**config.mk**
```make
export PLATFORM = sky130hd
export DESIGN_NAME = sdl_host_flat
export DESIGN_NICKNAME = d
export VERILOG_FILES = /design/src/rtl/sdl_pkg.sv /design/src/rtl/sdl_if.sv /design/src/rtl/sdl_fifo.sv /design/src/rtl/sdl_host.sv /design/src/flat_wrapper.sv
export VERILOG_INCLUDE_DIRS = /design/src /design/src/rtl
export SDC_FILE = /design/constraint.sdc
export NUM_CORES = 1
export LEC_CHECK = 0
export BUFFER_PORTS_ARGS = -buffer_cell sky130_fd_sc_hd__buf_2
export CORE_MARGIN = 2
export CORE_UTILIZATION = 59
export DETAILED_ROUTE_END_ITERATION = 10
export PLACE_DENSITY = 0.79
export SYNTH_ARGS = -nofsm -noshare
export SYNTH_HDL_FRONTEND = slang
export SYNTH_SLANG_ARGS = --single-unit
```
**constraint.sdc**
```tcl
create_clock -name clk -period 2.93 [get_ports clk]
set_input_delay 0.1465 -clock clk [delete_from_list [all_inputs] [get_ports clk]]
set_output_delay 0.1465 -clock clk [all_outputs]
set_load 0.02 [all_outputs]
```
**src/rtl/sdl_defs.svh**
```systemverilog
`ifndef SDL_DEFS_SVH
`define SDL_DEFS_SVH

// Word layout of the conversion code.
`define SDL_WORD_W        16
`define SDL_MSB_W         4
`define SDL_LSB_W         12
`define SDL_SEG_N         15
`define SDL_BITCNT_W      5
`define SDL_CODE_RESET    16'h0000

// Core clock rate and conversion of a least time into whole cycles.
`define SDL_CLK_MHZ       200
`define SDL_CYC_CEIL(ns)  ((((ns) * `SDL_CLK_MHZ) + 999) / 1000)

// Serial link timing: clock limit in MHz, times in nanoseconds.
`define SDL_SCLK_MAX_MHZ  20
`define SDL_T_HALF_NS     25
`define SDL_T_SETUP_NS    30
`define SDL_T_HOLD_NS     30
`define SDL_T_CSHIGH_NS   60
`define SDL_T_LDDLY_NS    60
`define SDL_T_LDPULSE_NS  60

`define SDL_C_HALF        `SDL_CYC_CEIL(`SDL_T_HALF_NS)
`define SDL_C_SETUP       `SDL_CYC_CEIL(`SDL_T_SETUP_NS)
`define SDL_C_HOLD        `SDL_CYC_CEIL(`SDL_T_HOLD_NS)
`define SDL_C_CSHIGH      `SDL_CYC_CEIL(`SDL_T_CSHIGH_NS)
`define SDL_C_LDDLY       `SDL_CYC_CEIL(`SDL_T_LDDLY_NS)
`define SDL_C_LDPULSE     `SDL_CYC_CEIL(`SDL_T_LDPULSE_NS)

`endif

```
**src/rtl/sdl_pkg.sv**
```systemverilog
`include "sdl_defs.svh"

package sdl_pkg;

  typedef logic [`SDL_WORD_W-1:0] sdl_word_t;
  typedef logic [`SDL_SEG_N-1:0]  sdl_seg_t;
  typedef logic [`SDL_LSB_W-1:0]  sdl_ladder_t;

  typedef enum logic [2:0] {
    SDL_IDLE   = 3'b000,
    SDL_SETUP  = 3'b001,
    SDL_HIGH   = 3'b010,
    SDL_LOW    = 3'b011,
    SDL_HOLD   = 3'b100,
    SDL_GAP    = 3'b101,
    SDL_STROBE = 3'b110
  } sdl_host_st_t;

endpackage

```
**src/rtl/sdl_if.sv**
```systemverilog
`timescale 1ns/1ps

interface sdl_if;
  logic sclk;
  logic cs_n;
  logic din;
  logic load_strobe_n;

  modport host (
    output sclk,
    output cs_n,
    output din,
    output load_strobe_n
  );

  modport dev (
    input sclk,
    input cs_n,
    input din,
    input load_strobe_n
  );
endinterface

```
**src/rtl/sdl_fifo.sv**
```systemverilog
`timescale 1ns/1ps

module sdl_fifo #(
  parameter int W     = 17,
  parameter int DEPTH = 2
) (
  // Clock and reset
  input  wire logic         clk,
  input  wire logic         rst_b,
  // Fill side
  input  wire logic [W-1:0] in_data,
  input  wire logic         in_valid,
  output logic              in_ready,
  // Drain side
  output logic [W-1:0]      out_data,
  output logic              out_valid,
  input  wire logic         out_ready
);
  localparam int AW = (DEPTH > 1) ? $clog2(DEPTH) : 1;

  logic [W-1:0]  mem [DEPTH];
  logic [AW-1:0] wr_ptr_q;
  logic [AW-1:0] rd_ptr_q;
  logic [AW:0]   count_q;
  logic          push;
  logic          pop;

  function automatic logic [AW-1:0] ptr_next(input logic [AW-1:0] p);
    ptr_next = (p == AW'(DEPTH - 1)) ? '0 : p + 1'b1;
  endfunction

  assign in_ready  = (count_q != (AW+1)'(DEPTH));
  assign out_valid = (count_q != '0);
  assign out_data  = mem[rd_ptr_q];
  assign push      = in_valid && in_ready;
  assign pop       = out_valid && out_ready;

  always_ff @(posedge clk) begin
    if (push) begin
      mem[wr_ptr_q] <= in_data;
    end
  end

  always_ff @(posedge clk or negedge rst_b) begin
    if (!rst_b) begin
      wr_ptr_q <= '0;
      rd_ptr_q <= '0;
      count_q  <= '0;
    end else begin
      if (push) begin
        wr_ptr_q <= ptr_next(wr_ptr_q);
      end
      if (pop) begin
        rd_ptr_q <= ptr_next(rd_ptr_q);
      end
      if (push && !pop) begin
        count_q <= count_q + 1'b1;
      end else if (pop && !push) begin
        count_q <= count_q - 1'b1;
      end
    end
  end
endmodule

```
**src/rtl/sdl_host.sv**
```systemverilog
`timescale 1ns/1ps
`include "sdl_defs.svh"

module sdl_host #(
  parameter int FIFO_DEPTH = 2
) (
  // Clock and reset
  input  wire logic              clk,
  input  wire logic              rst_b,
  // Word request
  input  wire sdl_pkg::sdl_word_t wr_word,
  input  wire logic              wr_defer,
  input  wire logic              wr_valid,
  output logic                   wr_ready,
  // Status
  output logic                   busy,
  // Serial link
  sdl_if.host                    link
);
  import sdl_pkg::*;

  localparam logic [7:0] C_HALF    = 8'(`SDL_C_HALF);
  localparam logic [7:0] C_SETUP   = 8'(`SDL_C_SETUP);
  localparam logic [7:0] C_HOLD    = 8'(`SDL_C_HOLD);
  localparam logic [7:0] C_CSHIGH  = 8'(`SDL_C_CSHIGH);
  localparam logic [7:0] C_LDDLY   = 8'(`SDL_C_LDDLY);
  localparam logic [7:0] C_LDPULSE = 8'(`SDL_C_LDPULSE);

  sdl_host_st_t             st_q;
  sdl_host_st_t             st_d;
  logic [7:0]               tmr_q;
  logic [7:0]               tmr_d;
  logic [`SDL_BITCNT_W-1:0] bits_q;
  sdl_word_t                sh_q;
  logic                     defer_q;
  logic                     defer_d;
  logic [`SDL_WORD_W:0]     f_data;
  logic                     f_valid;
  logic                     pop;
  logic                     shift;
  logic                     sclk_q;
  logic                     cs_n_q;
  logic                     din_q;
  logic                     ld_n_q;

  ////////////////////////////////////////////////////////////////////////////
  // A stall of the serial engine backs the words up here, then into wr_ready.
  sdl_fifo #(
    .W     (`SDL_WORD_W + 1),
    .DEPTH (FIFO_DEPTH)
  ) u_fifo (
    .clk       (clk),
    .rst_b     (rst_b),
    .in_data   ({wr_defer, wr_word}),
    .in_valid  (wr_valid),
    .in_ready  (wr_ready),
    .out_data  (f_data),
    .out_valid (f_valid),
    .out_ready (pop)
  );

  assign pop     = (st_q == SDL_IDLE);
  assign busy    = (st_q != SDL_IDLE);
  assign defer_d = (pop && f_valid) ? f_data[`SDL_WORD_W] : defer_q;
  assign shift   = (st_q == SDL_HIGH) && (tmr_q == '0) && (bits_q != 5'd1);

  ////////////////////////////////////////////////////////////////////////////
  // Each half period is at least 25 ns, so the link never passes 20 MHz.
  always_comb begin
    st_d  = st_q;
    tmr_d = (tmr_q == '0) ? '0 : tmr_q - 1'b1;
    case (st_q)
      SDL_IDLE: begin
        if (f_valid) begin
          st_d  = SDL_SETUP;
          tmr_d = C_SETUP - 1'b1;
        end
      end
      SDL_SETUP: begin
        if (tmr_q == '0) begin
          st_d  = SDL_HIGH;
          tmr_d = C_HALF - 1'b1;
        end
      end
      SDL_HIGH: begin
        if (tmr_q == '0) begin
          st_d  = (bits_q == 5'd1) ? SDL_HOLD : SDL_LOW;
          tmr_d = (bits_q == 5'd1) ? C_HOLD - 1'b1 : C_HALF - 1'b1;
        end
      end
      SDL_LOW: begin
        if (tmr_q == '0) begin
          st_d  = SDL_HIGH;
          tmr_d = C_HALF - 1'b1;
        end
      end
      SDL_HOLD: begin
        if (tmr_q == '0) begin
          st_d  = SDL_GAP;
          tmr_d = defer_q ? C_LDDLY - 1'b1 : C_CSHIGH - 1'b1;
        end
      end
      SDL_GAP: begin
        if (tmr_q == '0) begin
          st_d  = defer_q ? SDL_STROBE : SDL_IDLE;
          tmr_d = C_LDPULSE - 1'b1;
        end
      end
      SDL_STROBE: begin
        if (tmr_q == '0) begin
          st_d = SDL_IDLE;
        end
      end
      default: begin
        st_d = SDL_IDLE;
      end
    endcase
  end

  always_ff @(posedge clk or negedge rst_b) begin
    if (!rst_b) begin
      st_q    <= SDL_IDLE;
      tmr_q   <= '0;
      defer_q <= 1'b0;
    end else begin
      st_q    <= st_d;
      tmr_q   <= tmr_d;
      defer_q <= defer_d;
    end
  end

  ////////////////////////////////////////////////////////////////////////////
  // Data changes on the falling clock edge, half a period before it is sampled.
  always_ff @(posedge clk or negedge rst_b) begin
    if (!rst_b) begin
      sh_q   <= `SDL_CODE_RESET;
      bits_q <= '0;
      din_q  <= 1'b0;
    end else if (pop && f_valid) begin
      sh_q   <= f_data[`SDL_WORD_W-1:0];
      bits_q <= 5'(`SDL_WORD_W);
      din_q  <= f_data[`SDL_WORD_W-1];
    end else if (shift) begin
      sh_q   <= {sh_q[`SDL_WORD_W-2:0], 1'b0};
      bits_q <= bits_q - 1'b1;
      din_q  <= sh_q[`SDL_WORD_W-2];
    end
  end

  // Chip select and the clock burst exist only inside a frame.
  always_ff @(posedge clk or negedge rst_b) begin
    if (!rst_b) begin
      sclk_q <= 1'b0;
      cs_n_q <= 1'b1;
      ld_n_q <= 1'b1;
    end else begin
      sclk_q <= (st_d == SDL_HIGH);
      cs_n_q <= !((st_d == SDL_SETUP) || (st_d == SDL_HIGH) ||
                  (st_d == SDL_LOW) || (st_d == SDL_HOLD));
      ld_n_q <= !((st_d == SDL_STROBE) || ((st_d != SDL_IDLE) && !defer_d));
    end
  end

  assign link.sclk          = sclk_q;
  assign link.cs_n          = cs_n_q;
  assign link.din           = din_q;
  assign link.load_strobe_n = ld_n_q;
endmodule

```
**src/flat_wrapper.sv**
```systemverilog
// flat-port wrapper written by rule: the top's interface ports become plain ports
module sdl_host_flat import sdl_pkg::*;
#(
  parameter int FIFO_DEPTH = 2
)
  (clk, rst_b, wr_word, wr_defer, wr_valid, wr_ready, busy, link_sclk, link_cs_n, link_din, link_load_strobe_n);
  sdl_if link_i ();
  input  wire logic clk;
  input  wire logic rst_b;
  input  wire sdl_pkg::sdl_word_t wr_word;
  input  wire logic wr_defer;
  input  wire logic wr_valid;
  output logic wr_ready;
  output logic busy;
  output wire logic [$bits(link_i.sclk)-1:0] link_sclk;
  output wire logic [$bits(link_i.cs_n)-1:0] link_cs_n;
  output wire logic [$bits(link_i.din)-1:0] link_din;
  output wire logic [$bits(link_i.load_strobe_n)-1:0] link_load_strobe_n;
  assign link_sclk = link_i.sclk;
  assign link_cs_n = link_i.cs_n;
  assign link_din = link_i.din;
  assign link_load_strobe_n = link_i.load_strobe_n;
  sdl_host #(.FIFO_DEPTH(FIFO_DEPTH)) u_core (.clk(clk), .rst_b(rst_b), .wr_word(wr_word), .wr_defer(wr_defer), .wr_valid(wr_valid), .wr_ready(wr_ready), .busy(busy), .link(link_i));
endmodule
```
[Word-level counts from Yosys, hierarchy flattened]
Memory sizes are Yosys's and may differ from the RTL's.
Cells that the tools add are included.
Word-level totals
  bits in registers: 40
  RAM bits: 34
  input bits: 20
  output and inout bits: 6
  logic and storage cells: 87
  memories: 1
Memories
  u_core.u_fifo.mem: depth 2, bits a word 17, read ports 1, clocked after memory_dff 0, wr ports 1, RTL line sdl_fifo.sv:21  | logic [W-1:0] mem [DEPTH];
Cells by class
  add/subtract/negate cells: 6
  equality and inequality tests: 14
  muxes and demuxes: 29
  reductions and logical operators: 25
Operators by type and width (number)
  two-way mux 8 bit: 5
  one-hot mux 8 bit (4 select lines): 1
  two-way mux 15 bit: 2
  two-way mux 3 bit: 8
  one-hot mux 3 bit (6 select lines): 1
  equality test 3 bit (second input constant): 5
  equality test 3 x 2 -> 1 bit (second input constant): 4
  two-way mux 5 bit: 2
  zero test 8 bit: 1
  two-way mux 1 bit: 8
  subtractor 8 x 1 -> 8 bit (second input constant): 1
  logical AND 1 bit: 7
  equality test 3 x 1 -> 1 bit (second input constant): 2
  nonzero test 2 bit: 3
  nonzero test 3 bit: 2
  equality test 5 x 1 -> 1 bit (second input constant): 1
  zero test 1 bit: 5
  != test 5 x 1 -> 1 bit (second input constant): 1
  subtractor 5 x 1 -> 5 bit (second input constant): 1
  logical OR 1 bit: 4
  two-way mux 2 bit: 2
  OR reduction 2 bit: 2
  zero test 3 bit: 1
  adder 1 bit (second input constant): 2
  other kinds (3): 3

[Longest topological paths before layout]
Gate-level depths: netlist (run 1).
  depth in word-level cells: 9
  mapped depth: 11
  mapped depth without buffers: 8

[By module]
A second synthesis (run 1) with hierarchy kept.
Unflattened totals
  cells, all modules: 262
  area, all modules: 3320.7 µm²
Modules (own cells, without submodules)
  sdl_host: instances 1, cells each 191, area each 1846.8 µm², seq. area each 903.4 µm²
  sdl_fifo: instances 1, cells each 71, area each 1473.9 µm², seq. area each 1121.1 µm²

[Worst setup path after synthesis (run 1)]
OpenSTA, ideal clock, no wires.
  kind: reg-to-reg
  start: register u_core.st_q[0]
  end: register u_core.u_fifo.count_q[1]
  setup time: 0.079 ns
  arrival: 2.070 ns
  path slack: 0.781 ns
  cell stages (with the launch flop): 12
  path buffers: 3
  period minus slack after synthesis: 2.149 ns
  path through: dfrtp_1 buf_6 nor2_2 nand2_1 nor2_1 inv_2 buf_2 buf_2 ha_1 xor2_1 nor2_1 xor2_1
On the way
  cells in the longest elaborated chain, start to end: 5
  elaborated cells between the ends (all ways): 7
  those cells by class: mux: 1; reduce/logical: 6
Ends and longest elaborated chain
  start: declaration: RTL line sdl_host.sv:29  | sdl_host_st_t st_q;
  start signal: assignment: RTL line sdl_host.sv:126  | st_q <= st_d;
  zero test 3 bit *: RTL line sdl_host.sv:62  | assign pop = (st_q == SDL_IDLE);
  logical AND 1 bit *: RTL line sdl_fifo.sv:36  | assign pop = out_valid && out_ready;
  zero test 1 bit: RTL line sdl_fifo.sv:56  | if (push && !pop) begin
  logical AND 1 bit: RTL line sdl_fifo.sv:56
  two-way mux 2 bit / nonzero test 2 bit (equally long branches)
  end signal: assignment: RTL line sdl_fifo.sv:57  | count_q <= count_q + 1'b1;
  end signal: assignment: RTL line sdl_fifo.sv:59  | count_q <= count_q - 1'b1;
  end: declaration: RTL line sdl_fifo.sv:24  | logic [AW:0] count_q;
Mark *: on every way between the ends. The rest lies on a longest branch, timed or not.
A chain may end at the register's enable or synchronous reset.

[Worst setup path after layout (run 1)]
  start: register u_core.tmr_q[0]
  end: register u_core.sh_q[3]
On the way
  cells in the longest elaborated chain, start to end: 4
Ends and longest elaborated chain
  start: declaration: RTL line sdl_host.sv:31  | logic [7:0] tmr_q;
  start signal: assignment: RTL line sdl_host.sv:127  | tmr_q <= tmr_d;
  zero test 8 bit: RTL line sdl_host.sv:65  | assign shift = (st_q == SDL_HIGH) && (tmr_q == '0) && (bits_q != 5'd1);
  logical AND 1 bit (2 in series): RTL line sdl_host.sv:65
  nonzero test 2 bit (no line)
  end signal: assignment: RTL line sdl_host.sv:136  | sh_q <= `SDL_CODE_RESET;
  end signal: assignment: RTL line sdl_host.sv:140  | sh_q <= f_data[`SDL_WORD_W-1:0];
  end signal: assignment: RTL line sdl_host.sv:144  | sh_q <= {sh_q[`SDL_WORD_W-2:0], 1'b0};
  end: declaration: RTL line sdl_host.sv:34  | sdl_word_t sh_q;
Every way passes these cells.

==> results.cfg, run 1 <==
[clock_tree]
h-tree-depth = 3
cts_buffers = 9
clkSinkCount = 74
insertion_delay_ns = 0.33
cts_buffer_depth = 2
cts_setup_buffers = 0
post_cts_resized = 0
cts-root-buf = clkbuf_8
tritoncts = yes
path_clk_slew_ns = 0.07

[yosys]
synth_edf_count = 34
synth_largest_area_cell = edfxtp_1
synthCells = 252
synthTopCellsByArea = edfxtp_1 (31%), dfrtp_1 (29%), mux2i_1 (5.2%), mux2_4 (4.1%), nand2_1 (3.0%)
synth_nets = 277
ys_seq_area_share_pct = 61.4
ys_top_cells_by_count = dfrtp_1 (38), edfxtp_1 (34), nand2_1 (26), nor2_1 (19), o21ai_0 (18)
synth-seq-cells = 74
synth_cell_types = 48
syn-cell-area_sq_um = 3300
yosysWarnings = 0
synth_most_common_cell = dfrtp_1
synthArstFlopShare_pct = 54.1
yosys.area.top_type_share_pct = 31.0
ys.flop_type = dfrtp_1
syn_area_per_cell_sq_um = 13.1

[floorplan]
core_sq_um = 5440
dieArea_sq_um = 6200
ios = 26
core.rowCount = 27
die_h_microns = 78.8
die_x_microns = 78.8
floorplan.initialDensity_pct = 60.6

[global_route]
grt_max_degree = 41
gr-total-overflow = 0
grt_usage_pct = 19.6
grt_pass1_vias = 2013
antenna_found_initial = 0
grt_pass1_wl_mm = 9.09

[finish]
num_antenna_cells = 0
multiInputGateArea_sq_um = 1150
num-fill-cells = 371
drive_above_1_share_pct = 22.5
regArea_sq_um = 2020
syn2layout_area_growth_pct = 15.7
layout.nets = 322

[route]
vias = 1972
dr.pass1.iters = 4
wire_per_inst_microns = 14.4
vias_per_cell = 5.27
drt_wl_total_mm = 5.37
drt_iter0_drc = 117
postRouteAntennaNets = 0
drc = 0

[sta]
rsz0062_at_grt = false
slew_violations = 0
fin_skew_ns = 0.00858
tightest_slew_ns = 0.996
final-hold-violation-count = 0
fmax_ghz = 0.407
timing.final.crit_share_pct = 83.8
slew_headroom_pct = 33.6
setup_viol = 0
fin_crit_ns = 2.45
finalSetupTns_ns = 0

[place]
place.gp.congestion = 0.874
dpl.hpwl_mm = 3.22
io_buffer_count = 25

[pwr]
p_leak_uw = 0.00173
irDropWorstVdd_mv = 0.444
total_power_uw = 2260
power_density_nw_per_um2 = 593

[worst_setup_path]
cp_max_fo = 16
cp.arrival_ns = 2.67
crit_path_start_kind = flop
r2r_slack_ns = 0.48
endpoint_kind = flop
crit_type = flop to flop
crit_required_ns = 3.15

[worst_hold_path]
hold_class = input pin to flop

[run]
drv_cap = 0

[run_status]
outcome = completed
[worst max-delay path, cell delays in order (launching register included)]
cell	delay [ns]
dfrtp_1	0.38
inv_1	0.10
ha_1	0.15
nor3b_2	0.30
nand4_2	0.16
o21ai_1	0.10
and2_1	0.73
mux2_2	0.41
[report_power, final]
part | leakage [uW] | switching (uW) | internal, uW
clock | 0.000102 | 347 | 398
combinational | 0.000824 | 143 | 89.0
sequential | 0.000800 | 46.2 | 1240
total | 0.00173 | 536 | 1730
[registers in the layout, summed over array words and instances (netlist names)]
signal	flops
u_core.bits_q	5
u_core.link.load_strobe_n	1
u_core.link.cs_n	1
u_core.tmr_q	8
u_core.u_fifo.count_q	2
u_core.st_q	3
u_core.link.din	1
u_core.u_fifo.mem	34
u_core.link.sclk	1
u_core.sh_q	15
u_core.defer_q	1
u_core.u_fifo.wr_ptr_q	1
u_core.u_fifo.rd_ptr_q	1
[worst paths after layout]
check	from	to	cells past startpoint
worst max register to register	u_core.tmr_q[0]	u_core.sh_q[3]	7
worst min-delay path	wr_valid	u_core.u_fifo.wr_ptr_q	3
worst max-delay path	u_core.tmr_q[0]	u_core.sh_q[3]	7
worst min register to register	u_core.sh_q[4]	u_core.sh_q[4]	1
min in group asynchronous	rst_b	u_core.bits_q[3]	2
max in group asynchronous	rst_b	u_core.u_fifo.rd_ptr_q	2
[cell type report]
type / count / share of cell area, %
clock buffers: 14 / 4.79
inverters: 11 / 1.08
repair buffers: 45 / 8.40
flip-flops and latches: 74 / 53.1
clock inverters: 2 / 0.262
well taps: 72 / 2.36
multi-input cells: 156 / 30.0
[cell usage in the layout, fill, tap and decap left out, types with 2 or more instances in the layout]
| cell | Yosys | layout |
|---|---|---|
| edfxtp_1 | 34 | 34 |
| nor2_1 | 19 | 19 |
| nand3_1 | 2 | 2 |
| nor3_1 | 2 | 2 |
| clkinv_2 | 0 | 2 |
| mux2_2 | 6 | 6 |
| dfstp_2 | 2 | 2 |
| nand4_1 | 2 | 2 |
| dlygate4sd3_1 | 0 | 18 |
| inv_1 | 10 | 10 |
| dfrtp_1 | 38 | 38 |
| o22ai_1 | 2 | 2 |
| buf_2 | 4 | 25 |
| ha_1 | 5 | 5 |
| xor2_1 | 6 | 6 |
| mux2_4 | 9 | 9 |
| nand2_1 | 26 | 26 |
| clkbuf_8 | 1 | 13 |
| mux2i_1 | 17 | 17 |
| xnor2_1 | 10 | 10 |
| buf_4 | 0 | 2 |
| nor4_1 | 3 | 3 |
| nand2b_1 | 3 | 3 |
| o21ai_1 | 2 | 2 |
| and2_1 | 2 | 2 |
| a21oi_1 | 2 | 2 |
| o21ai_0 | 18 | 18 |
[stage by stage]
step,hold WS [ns],setup slack (ns),util [%],instance area [sq um],cells
global placement,0.319,0.614,63.3,3440,340
finish,0.130,0.475,70.1,3810,374
detailed placement,0.319,0.527,63.3,3440,340
CTS,0.114,0.470,70.1,3810,374
floorplan,-0.149,0.781,-,3300,252
global route,0.161,0.304,70.1,3810,374
[metal layers]
| metal | up-vias | part of all wire, % | routed length (microns) | GRT usage, % |
|---|---|---|---|---|
| li1 | 977 | - | - | - |
| met1 | 949 | 43 | 2310 | 23.5 |
| met2 | 44 | 53 | 2830 | 34.3 |
| met3 | 2 | 3.7 | 199 | 5.11 |
| met4 | 0 | 0.50 | 27 | 6.84 |
| met5 | - | 0 | 0 | 0 |
[cell families (layout without fill, tap and decap cells)]
logic type / after synthesis / after routing / synth area share (%)
xor gates and xnor gates: 16 / 16 / 4.25
and+or+nand+nor: 69 / 69 / 10.8
adders and majority gates: 5 / 5 / 1.90
muxes: 32 / 32 / 11.3
DFF: 74 / 74 / 61.4
buffers and inverters: 22 / 72 / 3.87
AOI/OAI and AO/OA: 34 / 34 / 6.53
[repair_timing]
action,in CTS,in global routing
setup endpoints to repair,0,0
hold buffers,18,0
hold endpoints to repair,72,0
Power figures use the tool's default switching activity.
==> run 2: changes to the inputs <==
Settings changed: CORE_UTILIZATION 59 to 53, PLACE_DENSITY 0.79 to 0.75.
Clock period 2.93 ns to 2.2 ns, I/O delays scaled along.
==> run 2 against run 1 <==
Effect of this change:
- critical endpoint is now u_core.sh_q[5]
- critical path type unchanged
- sequential power rose by 34%
- largest power group unchanged
- clock-buffer cell count fell by 5
- wire length rose by 1.5%
- die area rose by 11%
- power rose by 46%
==> results.cfg, run 2 (synthesis gave the netlist of run 1 again) <==
[finish]
final_cell_mix = dfrtp_1 (38), edfxtp_1 (34), nand2_1 (26)
largest_register_ffs = 34
finalInstanceArea_sq_um = 3950
syn2layout_area_growth_pct = 19.7
regArea_sq_um = 2020
num_antenna_cells = 0
num-fill-cells = 439
layout.nets = 329
layout_commonest_cell = dfrtp_1
multiInputGateArea_sq_um = 1150
top_regs = u_core.u_fifo.mem x34, u_core.sh_q x15, u_core.tmr_q x8
top_register = u_core.u_fifo.mem
drive_above_1_share_pct = 24.9

[floorplan]
die_x_microns = 82.9
die_h_microns = 82.9
ios = 26
core.rowCount = 28
dieArea_sq_um = 6870
floorplan.initialDensity_pct = 55.4
core_sq_um = 5960

[worst_setup_path]
crit_type = flop to flop
reg2regPathDepth = 8
endpoint_kind = flop
cp_max_fo = 16
r2r_slack_ns = 0.14
cp.arrival_ns = 2.29
crit_required_ns = 2.44
crit_path_start_kind = flop

[pwr]
p_clk_share_pct = 38.9
p_leak_uw = 0.00178
comb_power_share_pct = 9.5
p_switching_uw = 767
sequentialPowerShare_pct = 51.7
power_density_nw_per_um2 = 836
irDropWorstVdd_mv = 0.563
sw_frac_of_total_pct = 23.2
p_int_uw = 2530

[run_status]
outcome = completed

[run]
drv_cap = 0

[route]
vias = 2012
wire_per_inst_microns = 14.2
drt_wl_total_mm = 5.45
vias_per_cell = 5.24
drt_iter0_drc = 100
dr.pass1.iters = 4
drc = 0
postRouteAntennaNets = 0

[sta]
slew_headroom_pct = 42.0
finalSetupTns_ns = 0
final-hold-violation-count = 0
setup_viol = 0
timing.final.crit_share_pct = 93.5
slew_violations = 0
fin_skew_ns = 0.00896
fin_crit_ns = 2.06
tightest_slew_ns = 0.871
fmax_ghz = 0.486
rsz0062_at_grt = false

[clock_tree]
cts_setup_buffers = 0
tritoncts = yes
cts_buffers = 9
clkSinkCount = 74
cts-root-buf = clkbuf_8
insertion_delay_ns = 0.35
cts_buffer_depth = 2
h-tree-depth = 3
path_clk_slew_ns = 0.08

[global_route]
gr-total-overflow = 0
grt_pass1_vias = 2030
grt_pass1_wl_mm = 9.31
antenna_found_initial = 0
grt_max_degree = 41
grt_usage_pct = 17.3

[place]
io_buffer_count = 25
dpl.hpwl_mm = 3.28
place.gp.congestion = 0.855
post_dp_cell_area_sq_um = 3510

[worst_hold_path]
holdPathStages = 3
hold_class = input pin to flop
-- run 2: cell count changes in the layout (fill, tap and decap cells not counted) --
| cell | before | now |
|---|---|---|
| bufinv_16 | 0 | 3 |
| nor3b_4 | 0 | 1 |
| clkbuf_8 | 13 | 9 |
| inv_6 | 0 | 1 |
| clkbuf_1 | 1 | 0 |
| buf_12 | 0 | 1 |
| clkinv_4 | 0 | 3 |
| and2_2 | 0 | 1 |
| clkinv_2 | 2 | 0 |
| nor3b_2 | 1 | 0 |
| buf_4 | 2 | 8 |
| and2_1 | 2 | 1 |
-- run 2: cell type report --
class,count,share of cell area [%]
tap,75,2.38
clock buffer,9,3.14
sequential,74,51.3
inverter,11,1.05
timing repair buffer,52,9.76
clock inverter,7,3.17
multi-input combinational,156,29.2
-- run 2: worst max-delay path: stages (launching register included) --
cell and delay (ns):
dfrtp_1 0.40, inv_1 0.08, ha_1 0.15, or4b_4 0.48, nand4_2 0.12, o21ai_1 0.06
and2_1 0.19, buf_12 0.16, mux2_4 0.30
-- run 2: worst paths after layout --
kind	start	endpoint
max	u_core.bits_q[1]	u_core.sh_q[5]
min	wr_valid	u_core.u_fifo.wr_ptr_q
max reg2reg	u_core.bits_q[1]	u_core.sh_q[5]
min reg2reg	u_core.u_fifo.wr_ptr_q	u_core.u_fifo.wr_ptr_q
max in group asynchronous	rst_b	u_core.sh_q[1]
min in group asynchronous	rst_b	u_core.st_q[0]
-- run 2: power by group through the flow --
stage | Sequential, uW | Clock (uW) | Combinational (uW)
floorplan | 1720 | 0 | 183
global placement | 1730 | 0 | 287
detailed placement | 1730 | 0 | 292
finish | 1710 | 1280 | 313
global route | 1720 | 1380 | 356
CTS | 1700 | 1310 | 318
-- run 2: repair_timing --
item                                   CTS  global route
hold buffers                            18             0
setup endpoints to repair                0             4
gates resized for setup                  0             2
endpoints found under the hold margin   72             0
-- run 2: metrics by stage --
stage | hold slack (ns) | cells | power (uW) | util [%] | setup WS, ns
2_1_floorplan | -0.186 | 252 | 1900 | - | 0.0512
3_3_place_gp | 0.271 | 350 | 2010 | 58.9 | 0.157
3_5_place_dp | 0.286 | 350 | 2020 | 58.9 | 0.161
4_1_cts | 0.0674 | 384 | 3340 | 66.2 | 0.116
5_1_grt | 0.110 | 384 | 3450 | 66.3 | 0.0516
6_report | 0.0806 | 384 | 3300 | 66.3 | 0.144
-- run 2: layer usage --
metal / track usage, % / vias to the layer above / wire, microns
li1: - / 995 / -
met1: 21.5 / 961 / 2420
met2: 27.5 / 44 / 2710
met3: 3.88 / 12 / 212
met4: 10.6 / 0 / 102
met5: 0 / - / 0
